`src/pmfc_pkg.sv`:
```
// Purpose: Shared constants for the timing-message filter configuration block
// Assumes: 16-bit register port, 100 MHz mclk, 25 MHz reference derived
// Notes: Offsets are byte addresses on the register port
package pmfc_pkg;
  localparam int unsigned ADDR_W = 12;
  localparam int unsigned DATA_W = 16;
  localparam logic [11:0] OFS_RATE_LO = 12'h610;
  localparam logic [11:0] OFS_RATE_HI = 12'h612;
  localparam logic [11:0] OFS_DUR_LO = 12'h614;
  localparam logic [11:0] OFS_DUR_HI = 12'h616;
  localparam logic [11:0] OFS_CFG1 = 12'h620;
  localparam logic [11:0] OFS_CFG2 = 12'h622;

  // Rate-step high word fields
  localparam int unsigned RATE_DIR_BIT = 15;
  localparam int unsigned TEMP_START_BIT = 14;
  localparam int unsigned RATE_HI_W = 14;
  localparam int unsigned STEP_W = 30;

  // First message config word fields
  localparam int unsigned CFG1_PTP_EN = 6;
  localparam int unsigned CFG1_RAW_EN = 5;
  localparam int unsigned CFG1_IPV4_EN = 4;
  localparam int unsigned CFG1_IPV6_EN = 3;
  localparam int unsigned CFG1_P2P = 2;
  localparam int unsigned CFG1_MASTER = 1;
  localparam int unsigned CFG1_ONE_STEP = 0;
  localparam logic [15:0] CFG1_RST = 16'h0059;
  localparam logic [15:0] CFG1_MASK = 16'h00ff;

  // Second message config word fields
  localparam int unsigned CFG2_UNICAST = 12;
  localparam int unsigned CFG2_ALT_MASTER = 11;
  localparam int unsigned CFG2_ALL_HIPRI = 10;
  localparam int unsigned CFG2_SYNC_ASSOC = 9;
  localparam int unsigned CFG2_DLY_ASSOC = 8;
  localparam int unsigned CFG2_PDLY_ASSOC = 7;
  localparam logic [15:0] CFG2_RST = 16'h0400;
  localparam logic [15:0] CFG2_MASK = 16'h1f80;

  localparam logic [15:0] WORD_ZERO = 16'h0000;

  // Message types
  localparam logic [3:0] MSG_SYNC = 4'h0;
  localparam logic [3:0] MSG_DLY_REQ = 4'h1;
  localparam logic [3:0] MSG_PDLY_REQ = 4'h2;
  localparam logic [3:0] MSG_PDLY_RESP = 4'h3;
  localparam logic [3:0] MSG_FOLLOW_UP = 4'h8;
  localparam logic [3:0] MSG_DLY_RESP = 4'h9;
  localparam logic [3:0] MSG_PDLY_RFU = 4'ha;
  localparam logic [3:0] MSG_EVENT_LIMIT = 4'h4;

  localparam logic [15:0] UDP_EVENT_PORT = 16'h013f;
  localparam logic [15:0] UDP_GENERAL_PORT = 16'h0140;

  typedef enum logic [1:0] {
    ENC_RAW = 2'b00,
    ENC_IPV4 = 2'b01,
    ENC_IPV6 = 2'b10,
    ENC_OTHER = 2'b11
  } pmfc_encap_e;

  typedef enum logic {
    ADJ_IDLE = 1'b0,
    ADJ_RUN = 1'b1
  } pmfc_adj_e;

  // Association key: domain 8, sequence id 16, source port identity 80
  localparam int unsigned KEY_W = 104;
  localparam int unsigned TRK_N = 3;
  localparam int unsigned TRK_SYNC = 0;
  localparam int unsigned TRK_DLY = 1;
  localparam int unsigned TRK_PDLY = 2;

  // Timing
  localparam int unsigned MCLK_PERIOD_NS = 10;
  localparam int unsigned REF_PERIOD_NS = 40;
  localparam int unsigned REF_DIV = REF_PERIOD_NS / MCLK_PERIOD_NS;
  localparam int unsigned DIV_W = 2;
  localparam logic [DIV_W-1:0] DIV_LAST = DIV_W'(REF_DIV - 1);
  localparam logic [DIV_W-1:0] DIV_ZERO = 2'h0;
  localparam int unsigned INC_W = 40;
  localparam int unsigned FRAC_W = 32;
  localparam logic [INC_W-1:0] NOMINAL_INC =
    INC_W'(REF_PERIOD_NS) << FRAC_W;
  localparam logic [31:0] DUR_ZERO = 32'h0000_0000;
  localparam logic [31:0] DUR_ONE = 32'h0000_0001;
endpackage

```
`src/pmfc_assoc_tracker.sv`:
```
// Purpose: Remembers the last request key per kind and flags matching replies
// Assumes: Keys arrive on the same clock, one frame per cycle at most
// Notes: A store and a compare in the same cycle compare the old key
`timescale 1ns/1ps
module pmfc_assoc_tracker
  import pmfc_pkg::*;
(
  input wire logic mclk,
  input wire logic reset_n,
  input wire logic clk_en,
  input wire logic [TRK_N-1:0] store_en,
  input wire logic [KEY_W-1:0] key,
  output logic [TRK_N-1:0] match
);
  genvar gi;
  generate
    for (gi = 0; gi < TRK_N; gi++) begin : g_entry
      logic [KEY_W-1:0] key_reg;
      logic [KEY_W-1:0] key_next;
      logic valid_reg;
      logic valid_next;
      always_comb begin
        key_next = key_reg;
        valid_next = valid_reg;
        if (store_en[gi]) begin
          key_next = key;
          valid_next = 1'b1;
        end
      end
      always_ff @(posedge mclk or negedge reset_n) begin
        if (!reset_n) begin
          key_reg <= '0;
          valid_reg <= 1'b0;
        end else if (clk_en) begin
          key_reg <= key_next;
          valid_reg <= valid_next;
        end
      end
      // Never matches before a request has been seen
      assign match[gi] = valid_reg && (key_reg == key);
    end
  endgenerate
endmodule

```
`src/pmfc_core.sv`:
```
// Purpose: Timing-message config registers, frame verdicts, temp rate adjust
// Assumes: Frame descriptors come from a parser on mclk; 16-bit reg port
// Notes: Reference tick is mclk divided to 25 MHz; clk_en freezes all state
`timescale 1ns/1ps
module pmfc_core
  import pmfc_pkg::*;
(
  input wire logic mclk,
  input wire logic reset_n,
  input wire logic clk_en,
  input wire logic [ADDR_W-1:0] reg_addr,
  input wire logic [DATA_W-1:0] reg_wdata,
  input wire logic reg_we,
  input wire logic reg_re,
  output logic [DATA_W-1:0] reg_rdata,
  output logic reg_rvalid,
  output logic [INC_W-1:0] inc_value,
  output logic inc_valid,
  output logic adj_active,
  input wire logic frame_valid,
  input wire pmfc_encap_e frame_encap,
  input wire logic [3:0] frame_msg_type,
  input wire logic frame_reserved_addr,
  input wire logic [15:0] frame_udp_dport,
  input wire logic frame_from_port1,
  input wire logic frame_from_master,
  input wire logic frame_same_domain,
  input wire logic host_master_attached,
  input wire logic [KEY_W-1:0] frame_key,
  output logic verdict_valid,
  output logic verdict_ptp,
  output logic verdict_to_host,
  output logic verdict_drop,
  output logic verdict_hi_prio,
  output logic verdict_table_lookup,
  output logic tc_p2p,
  output logic oc_master,
  output logic one_step
);
  logic [15:0] rate_lo_reg, rate_lo_next;
  logic [15:0] rate_hi_reg, rate_hi_next;
  logic [15:0] dur_lo_reg, dur_lo_next;
  logic [15:0] dur_hi_reg, dur_hi_next;
  logic [15:0] cfg1_reg, cfg1_next;
  logic [15:0] cfg2_reg, cfg2_next;
  logic [DATA_W-1:0] rdata_reg, rdata_next;
  logic rvalid_reg, rvalid_next;
  pmfc_adj_e adj_reg, adj_next;
  logic [31:0] cnt_reg, cnt_next;
  logic [DIV_W-1:0] div_reg, div_next;
  logic [INC_W-1:0] inc_reg, inc_next;
  logic incv_reg, incv_next;
  logic ref_tick;
  logic start_wr;
  logic adj_end;
  logic [STEP_W-1:0] step;
  logic step_nonzero;

  assign ref_tick = (div_reg == DIV_LAST);
  assign step = {rate_hi_reg[RATE_HI_W-1:0], rate_lo_reg};
  assign step_nonzero = (step != '0);
  assign start_wr = reg_we && (reg_addr == OFS_RATE_HI)
    && reg_wdata[TEMP_START_BIT];
  assign adj_end = (adj_reg == ADJ_RUN) && ref_tick && (cnt_reg <= DUR_ONE);

  // Register file and read port
  always_comb begin
    rate_lo_next = rate_lo_reg;
    rate_hi_next = rate_hi_reg;
    dur_lo_next = dur_lo_reg;
    dur_hi_next = dur_hi_reg;
    cfg1_next = cfg1_reg;
    cfg2_next = cfg2_reg;
    rvalid_next = reg_re;
    rdata_next = rdata_reg;
    // Hardware self-clear; a start write in the same cycle wins below
    if (adj_end) begin
      rate_hi_next[TEMP_START_BIT] = 1'b0;
    end
    if (reg_we) begin
      unique case (reg_addr)
        OFS_RATE_LO: rate_lo_next = reg_wdata;
        OFS_RATE_HI: rate_hi_next = reg_wdata;
        OFS_DUR_LO: dur_lo_next = reg_wdata;
        OFS_DUR_HI: dur_hi_next = reg_wdata;
        OFS_CFG1: cfg1_next = reg_wdata & CFG1_MASK;
        OFS_CFG2: cfg2_next = reg_wdata & CFG2_MASK;
        default: ;
      endcase
    end
    if (reg_re) begin
      unique case (reg_addr)
        OFS_RATE_LO: rdata_next = rate_lo_reg;
        OFS_RATE_HI: rdata_next = rate_hi_reg;
        OFS_DUR_LO: rdata_next = dur_lo_reg;
        OFS_DUR_HI: rdata_next = dur_hi_reg;
        OFS_CFG1: rdata_next = cfg1_reg;
        OFS_CFG2: rdata_next = cfg2_reg;
        default: rdata_next = WORD_ZERO;
      endcase
    end
  end

  always_ff @(posedge mclk or negedge reset_n) begin
    if (!reset_n) begin
      rate_lo_reg <= WORD_ZERO;
      rate_hi_reg <= WORD_ZERO;
      dur_lo_reg <= WORD_ZERO;
      dur_hi_reg <= WORD_ZERO;
      cfg1_reg <= CFG1_RST;
      cfg2_reg <= CFG2_RST;
      rdata_reg <= WORD_ZERO;
      rvalid_reg <= 1'b0;
    end else if (clk_en) begin
      rate_lo_reg <= rate_lo_next;
      rate_hi_reg <= rate_hi_next;
      dur_lo_reg <= dur_lo_next;
      dur_hi_reg <= dur_hi_next;
      cfg1_reg <= cfg1_next;
      cfg2_reg <= cfg2_next;
      rdata_reg <= rdata_next;
      rvalid_reg <= rvalid_next;
    end
  end

  // Temporary adjustment and per-reference-cycle increment
  always_comb begin
    div_next = ref_tick ? DIV_ZERO : div_reg + 2'h1;
    adj_next = adj_reg;
    cnt_next = cnt_reg;
    incv_next = ref_tick;
    inc_next = inc_reg;
    if (ref_tick && adj_reg == ADJ_RUN) begin
      cnt_next = cnt_reg - DUR_ONE;
    end
    if (adj_end) begin
      adj_next = ADJ_IDLE;
    end
    if (reg_we && reg_addr == OFS_RATE_HI
        && !reg_wdata[TEMP_START_BIT]) begin
      adj_next = ADJ_IDLE;
    end
    if (start_wr) begin
      adj_next = ADJ_RUN;
      cnt_next = {dur_hi_reg, dur_lo_reg};
    end
    if (ref_tick) begin
      if (adj_reg == ADJ_RUN && step_nonzero) begin
        inc_next = rate_hi_reg[RATE_DIR_BIT]
          ? NOMINAL_INC - INC_W'(step)
          : NOMINAL_INC + INC_W'(step);
      end else begin
        inc_next = NOMINAL_INC;
      end
    end
  end

  always_ff @(posedge mclk or negedge reset_n) begin
    if (!reset_n) begin
      div_reg <= DIV_ZERO;
      adj_reg <= ADJ_IDLE;
      cnt_reg <= DUR_ZERO;
      inc_reg <= NOMINAL_INC;
      incv_reg <= 1'b0;
    end else if (clk_en) begin
      div_reg <= div_next;
      adj_reg <= adj_next;
      cnt_reg <= cnt_next;
      inc_reg <= inc_next;
      incv_reg <= incv_next;
    end
  end

  // Frame classification
  logic [TRK_N-1:0] store_en;
  logic [TRK_N-1:0] match;
  logic enc_ok, udp_enc, unicast_ok, is_ptp;
  logic m_sync, m_fu, m_dreq, m_dresp, m_presp;
  logic v_ptp, v_host, v_drop, v_hipri, v_lookup;
  logic vv_reg, vptp_reg, vhost_reg, vdrop_reg, vhp_reg, vlk_reg;

  assign m_sync = frame_msg_type == MSG_SYNC;
  assign m_fu = frame_msg_type == MSG_FOLLOW_UP;
  assign m_dreq = frame_msg_type == MSG_DLY_REQ;
  assign m_dresp = frame_msg_type == MSG_DLY_RESP;
  assign m_presp = (frame_msg_type == MSG_PDLY_RESP)
    || (frame_msg_type == MSG_PDLY_RFU);
  assign store_en[TRK_SYNC] = frame_valid && is_ptp && m_sync;
  assign store_en[TRK_DLY] = frame_valid && is_ptp && m_dreq;
  assign store_en[TRK_PDLY] = frame_valid && is_ptp
    && (frame_msg_type == MSG_PDLY_REQ);

  pmfc_assoc_tracker u_tracker (
    .mclk(mclk),
    .reset_n(reset_n),
    .clk_en(clk_en),
    .store_en(store_en),
    .key(frame_key),
    .match(match)
  );

  always_comb begin
    udp_enc = (frame_encap == ENC_IPV4) || (frame_encap == ENC_IPV6);
    enc_ok = ((frame_encap == ENC_RAW) && cfg1_reg[CFG1_RAW_EN])
      || ((frame_encap == ENC_IPV4) && cfg1_reg[CFG1_IPV4_EN])
      || ((frame_encap == ENC_IPV6) && cfg1_reg[CFG1_IPV6_EN]);
    unicast_ok = udp_enc && cfg2_reg[CFG2_UNICAST] && !frame_reserved_addr
      && (frame_udp_dport == UDP_EVENT_PORT
      || frame_udp_dport == UDP_GENERAL_PORT);
    is_ptp = cfg1_reg[CFG1_PTP_EN] && enc_ok
      && (frame_reserved_addr || (frame_encap == ENC_RAW) || unicast_ok);
    v_ptp = is_ptp;
    v_lookup = is_ptp && unicast_ok;
    v_hipri = is_ptp && (cfg2_reg[CFG2_ALL_HIPRI]
      || frame_msg_type < MSG_EVENT_LIMIT);
    v_host = is_ptp && !v_lookup;
    v_drop = 1'b0;
    if (is_ptp && frame_same_domain) begin
      if (cfg2_reg[CFG2_ALT_MASTER]) begin
        if (frame_from_port1 && frame_from_master
            && (m_sync || m_fu || m_dreq || m_dresp)) begin
          v_host = 1'b1;
        end
      end else if (host_master_attached) begin
        if (m_sync) begin
          v_drop = 1'b1;
        end else if (m_dreq && frame_from_port1 && frame_from_master) begin
          v_host = 1'b1;
        end
      end
    end
    if (is_ptp && cfg2_reg[CFG2_SYNC_ASSOC] && m_fu && !match[TRK_SYNC]) begin
      v_drop = 1'b1;
    end
    if (is_ptp && cfg2_reg[CFG2_DLY_ASSOC] && m_dresp && !match[TRK_DLY]) begin
      v_drop = 1'b1;
    end
    if (is_ptp && cfg2_reg[CFG2_PDLY_ASSOC] && !frame_from_port1 && m_presp
        && !match[TRK_PDLY]) begin
      v_drop = 1'b1;
    end
    if (v_drop) begin
      v_host = 1'b0;
    end
  end

  always_ff @(posedge mclk or negedge reset_n) begin
    if (!reset_n) begin
      vv_reg <= 1'b0;
      vptp_reg <= 1'b0;
      vhost_reg <= 1'b0;
      vdrop_reg <= 1'b0;
      vhp_reg <= 1'b0;
      vlk_reg <= 1'b0;
    end else if (clk_en) begin
      vv_reg <= frame_valid;
      vptp_reg <= frame_valid && v_ptp;
      vhost_reg <= frame_valid && v_host;
      vdrop_reg <= frame_valid && v_drop;
      vhp_reg <= frame_valid && v_hipri;
      vlk_reg <= frame_valid && v_lookup;
    end
  end

  assign reg_rdata = rdata_reg;
  assign reg_rvalid = rvalid_reg;
  assign inc_value = inc_reg;
  assign inc_valid = incv_reg;
  assign adj_active = rate_hi_reg[TEMP_START_BIT];
  assign verdict_valid = vv_reg;
  assign verdict_ptp = vptp_reg;
  assign verdict_to_host = vhost_reg;
  assign verdict_drop = vdrop_reg;
  assign verdict_hi_prio = vhp_reg;
  assign verdict_table_lookup = vlk_reg;
  assign tc_p2p = cfg1_reg[CFG1_P2P];
  assign oc_master = cfg1_reg[CFG1_MASTER];
  assign one_step = cfg1_reg[CFG1_ONE_STEP];
endmodule

```
`config.mk`:
```
export PLATFORM = sky130hd
export DESIGN_NAME = pmfc_core
export DESIGN_NICKNAME = d
export VERILOG_FILES = /design/src/pmfc_pkg.sv /design/src/pmfc_assoc_tracker.sv /design/src/pmfc_core.sv
export SDC_FILE = /design/constraint.sdc
export NUM_CORES = 1
export LEC_CHECK = 0
export BUFFER_PORTS_ARGS = -buffer_cell sky130_fd_sc_hd__buf_4
export CAP_MARGIN = 20
export CORE_MARGIN = 1.5
export CORE_UTILIZATION = 34
export DETAILED_ROUTE_END_ITERATION = 6
export HOLD_SLACK_MARGIN = 0.15
export SETUP_SLACK_MARGIN = 0.05
export SLEW_MARGIN = 5
export SYNTH_ARGS = -nofsm -noshare
export SYNTH_HDL_FRONTEND = slang
export SYNTH_SLANG_ARGS = --single-unit
```
`constraint.sdc`:
```
create_clock -name mclk -period 9.1 [get_ports mclk]
set_input_delay 1.82 -clock mclk [delete_from_list [all_inputs] [get_ports mclk]]
set_output_delay 1.82 -clock mclk [all_outputs]
set_load 0.03 [all_outputs]
```
==> results by group <==
Final layout
  • Largest register FFs: 312
  • Diodes inserted: 0
  • Layout cells sized above 1: 0.253
  • Area Overhead vs Synth: 17.8%
  • Commonest non-fill, non-tap cell in the layout: dfrtp_1
  • Final core occ: 0.406
  • Fill count: 6615
  • Post-route non-filler standard cell count: 3354
  • Most frequent cells in the layout: dfrtp_1, o21ai_0, mux2_2, nand2_1, buf_4
  • Fin nets: 2556

Global routing
  • GRT overflow: 0
  • Gr usage total: 0.212
  • First-pass GRT wire length: roughly 110000 µm
  • Vias in the first global route: around 18000
  • Initial antenna violation count: 6
  • Pin count of the biggest net entering global routing: around 150

Clock tree
  • CTS max path bufs: 3
  • Setup bufs post-CTS: 0
  • CTS Buf Count: 54
  • Root Driver: clkbuf_16
  • Clock transition at path regs: 60 ps
  • Clk sinks: 488
  • CTS Hold Bufs: 0
  • H-tree levels: 2
  • Clock latency on the worst-skew pair: 620 ps
  • CTS tree: yes
  • # resized after CTS: 0

STA
  • Final worst clock skew: 35.9 ps
  • Final hold violations: 0
  • Measured slew at the worst slew-check pin: 1080 ps
  • Hold slack: between 400 and 500 ps
  • Total negative setup slack: 0 ps
  • Slew Limit Fails: 0
  • Period utilization: 0.511
  • Post-layout min period: 4650 ps
  • Setup Viol. Count Final: 0
  • Max-slew headroom: 0.277
  • RSZ-0062 raised after global routing: no
  • Fmax: 215 MHz

Setup path
  • CP Cell Sequence: buf_4, inv_1, ha_1, nor4b_1, nand3_1, a21oi_1, o31a_1, and2_0, nand3b_1, buf_4, buf_4, mux2_2
  • Number of cells on the critical path: 12
  • CP Max Fanout: 88
  • CP arrival: 5150 ps
  • CP bufs+invs: 4
  • Max incr delay on CP: 760 ps
  • Slowest-stage cell, CP: buf_4
  • Crit-path leading delay family: buffers and inverters
  • Crit-path most repeated cell: buf_4
  • CP endpoint kind: flip-flop
  • R2R cell count: 8
  • Critical path class: in -> reg
  • Critical path required time: 9610 ps
  • CP Launch Type: primary input

Synthesis
  • Synthesized instance count: 2231
  • EDFF count, synth: 0
  • Count of cell types in the netlist: 69
  • Post-synthesis cell area: between 0.02 and 0.025 mm²
  • Flops & latches, synth: a little under 500
  • Yosys warns: 0
  • Ys async rst share: 1.00
  • Sequential cell area fraction in the yosys report: 0.515
  • Post-synth top flop: dfrtp_1
  • Synth Area per Inst: about 11 µm²

Floorplanning
  • Chip width: 267 µm
  • Ports: between 200 and 250
  • Initial core utilization: 0.345
  • Core Area: ~0.069 mm²
  • Die area: 0.0714 mm²
  • # rows: 96
  • Die H: 267 µm

Status
  • Status: completed

Pwr
  • Combinational group share of total power: 0.074
  • Internal power: around 3.5 mW
  • Leak: 13.3 nW
  • Sequential share of power: 0.469
  • Overall power after layout: 4.66 mW
  • Sw Ratio: 0.248
  • Psw: 1.16 mW
  • Clock power frac: 0.457
  • Power Density: 167 mW/mm²
  • Max IR drop VDD: approximately 150 µV

Detailed routing
  • Routed len/inst: 22.6 µm
  • Via density: around 5.3
  • TritonRoute pass-1 iters: 7
  • DR DRC count: 0
  • Routed WL: around 76000 µm
  • ANT nets after route: 0
  • DR vias: 17791
  • Starting DRT DRC Count: 1442

Worst hold path
  • Hold Path Class: reg -> reg
  • Hold depth: 1

Place
  • DP HPWL: 56700 µm
  • Gpl congestion: 0.928
  • DP Cell Count: 3257
  • # port buffers: 228

Job
  • Max-Cap Viols: 0
[power groups by stage]
stage               Clock, mW  Combinational [mW]  Sequential, mW
floorplan                   0               0.129            2.23
global placement            0               0.334            2.23
detailed placement          0               0.337            2.23
CTS                      2.17               0.338            2.19
global route             2.26               0.370            2.19
finish                   2.13               0.343            2.19
[kinds of logic (layout without fill, tap and decap cells)]
kind of cell | Yosys count | after routing | synth area share
compound gates | 462 | 462 | 0.119
buf+inv | 245 | 435 | 0.0404
simple gates | 519 | 519 | 0.107
mux | 265 | 265 | 0.125
flops | 488 | 488 | 0.515
other cells | 2 | 4 | 0.000316
fa+ha+maj | 7 | 7 | 0.00369
xor+xnor | 243 | 243 | 0.0896
[path summary, 6_finish.rpt]
check | startpoint | to | slack (ps)
hold / removal | u_tracker.g_entry[1].valid_reg | u_tracker.g_entry[1].valid_reg | 460
setup / recovery | frame_encap[0] | u_tracker.g_entry[2].key_reg[49] | 4450
max in group asynchronous | reset_n | u_tracker.g_entry[0].key_reg[5] | 5870
min in group asynchronous | reset_n | inc_value[32] | 1180
hold reg to reg | u_tracker.g_entry[1].valid_reg | u_tracker.g_entry[1].valid_reg | 460
setup reg to reg | rate_lo_reg[3] | inc_value[33] | 5040
[cell type report]
class | instances | area [µm²] | share of cell area
tap | 931 | 1160 | 0.0416
clock buffer | 76 | 1500 | 0.0538
timing repair buffer | 246 | 1910 | 0.0682
multi-input combinational | 1500 | 10600 | 0.380
sequential | 488 | 12200 | 0.437
inverter | 94 | 353 | 0.0126
clock inverter | 19 | 191 | 0.00684
[per-stage QoR]
step | worst slack, ps | cell area [µm²]
after floorplan | 5040 | 23800
after global placement | 3890 | 26200
after detailed placement | 3850 | 26200
after CTS | 4520 | 27900
after global routing | 4310 | 28000
final | 4450 | 28000
[layer usage]
metal	up-vias	GRT usage	routed length, µm
met3	118	0.0312	4320
met1	8924	0.287	33200
met4	8	0.0746	2540
met5	-	0	43
met2	589	0.345	35800
li1	8152	-	-
[Yosys cell counts (all sizes together) (7+ instances only)]
library cell  instances  area [µm²]
mux2                247        2780
dfrtp               482       12100
xnor2                92         806
or4                  14         124
a21oi                41         205
o2bb2ai              25         219
mux2i                18         180
nand2b               25         156
xor2                151        1320
nand3                17        85.1
o22ai                31         194
a221oi               29         254
buf                  16        98.9
clkbuf              135         508
or3                  11        78.8
inv                  93         349
nor4b                 7        61.3
ha                    7        87.6
nor4                 58         363
nor2                 50         188
nor3                 31         160
nand4                41         257
nand2               243         912
a22oi                 9        67.6
a22o                 13         114
o21ai               270        1390
o31ai                 8        65.1
Note: power is estimated with default switching activity, not from simulation.
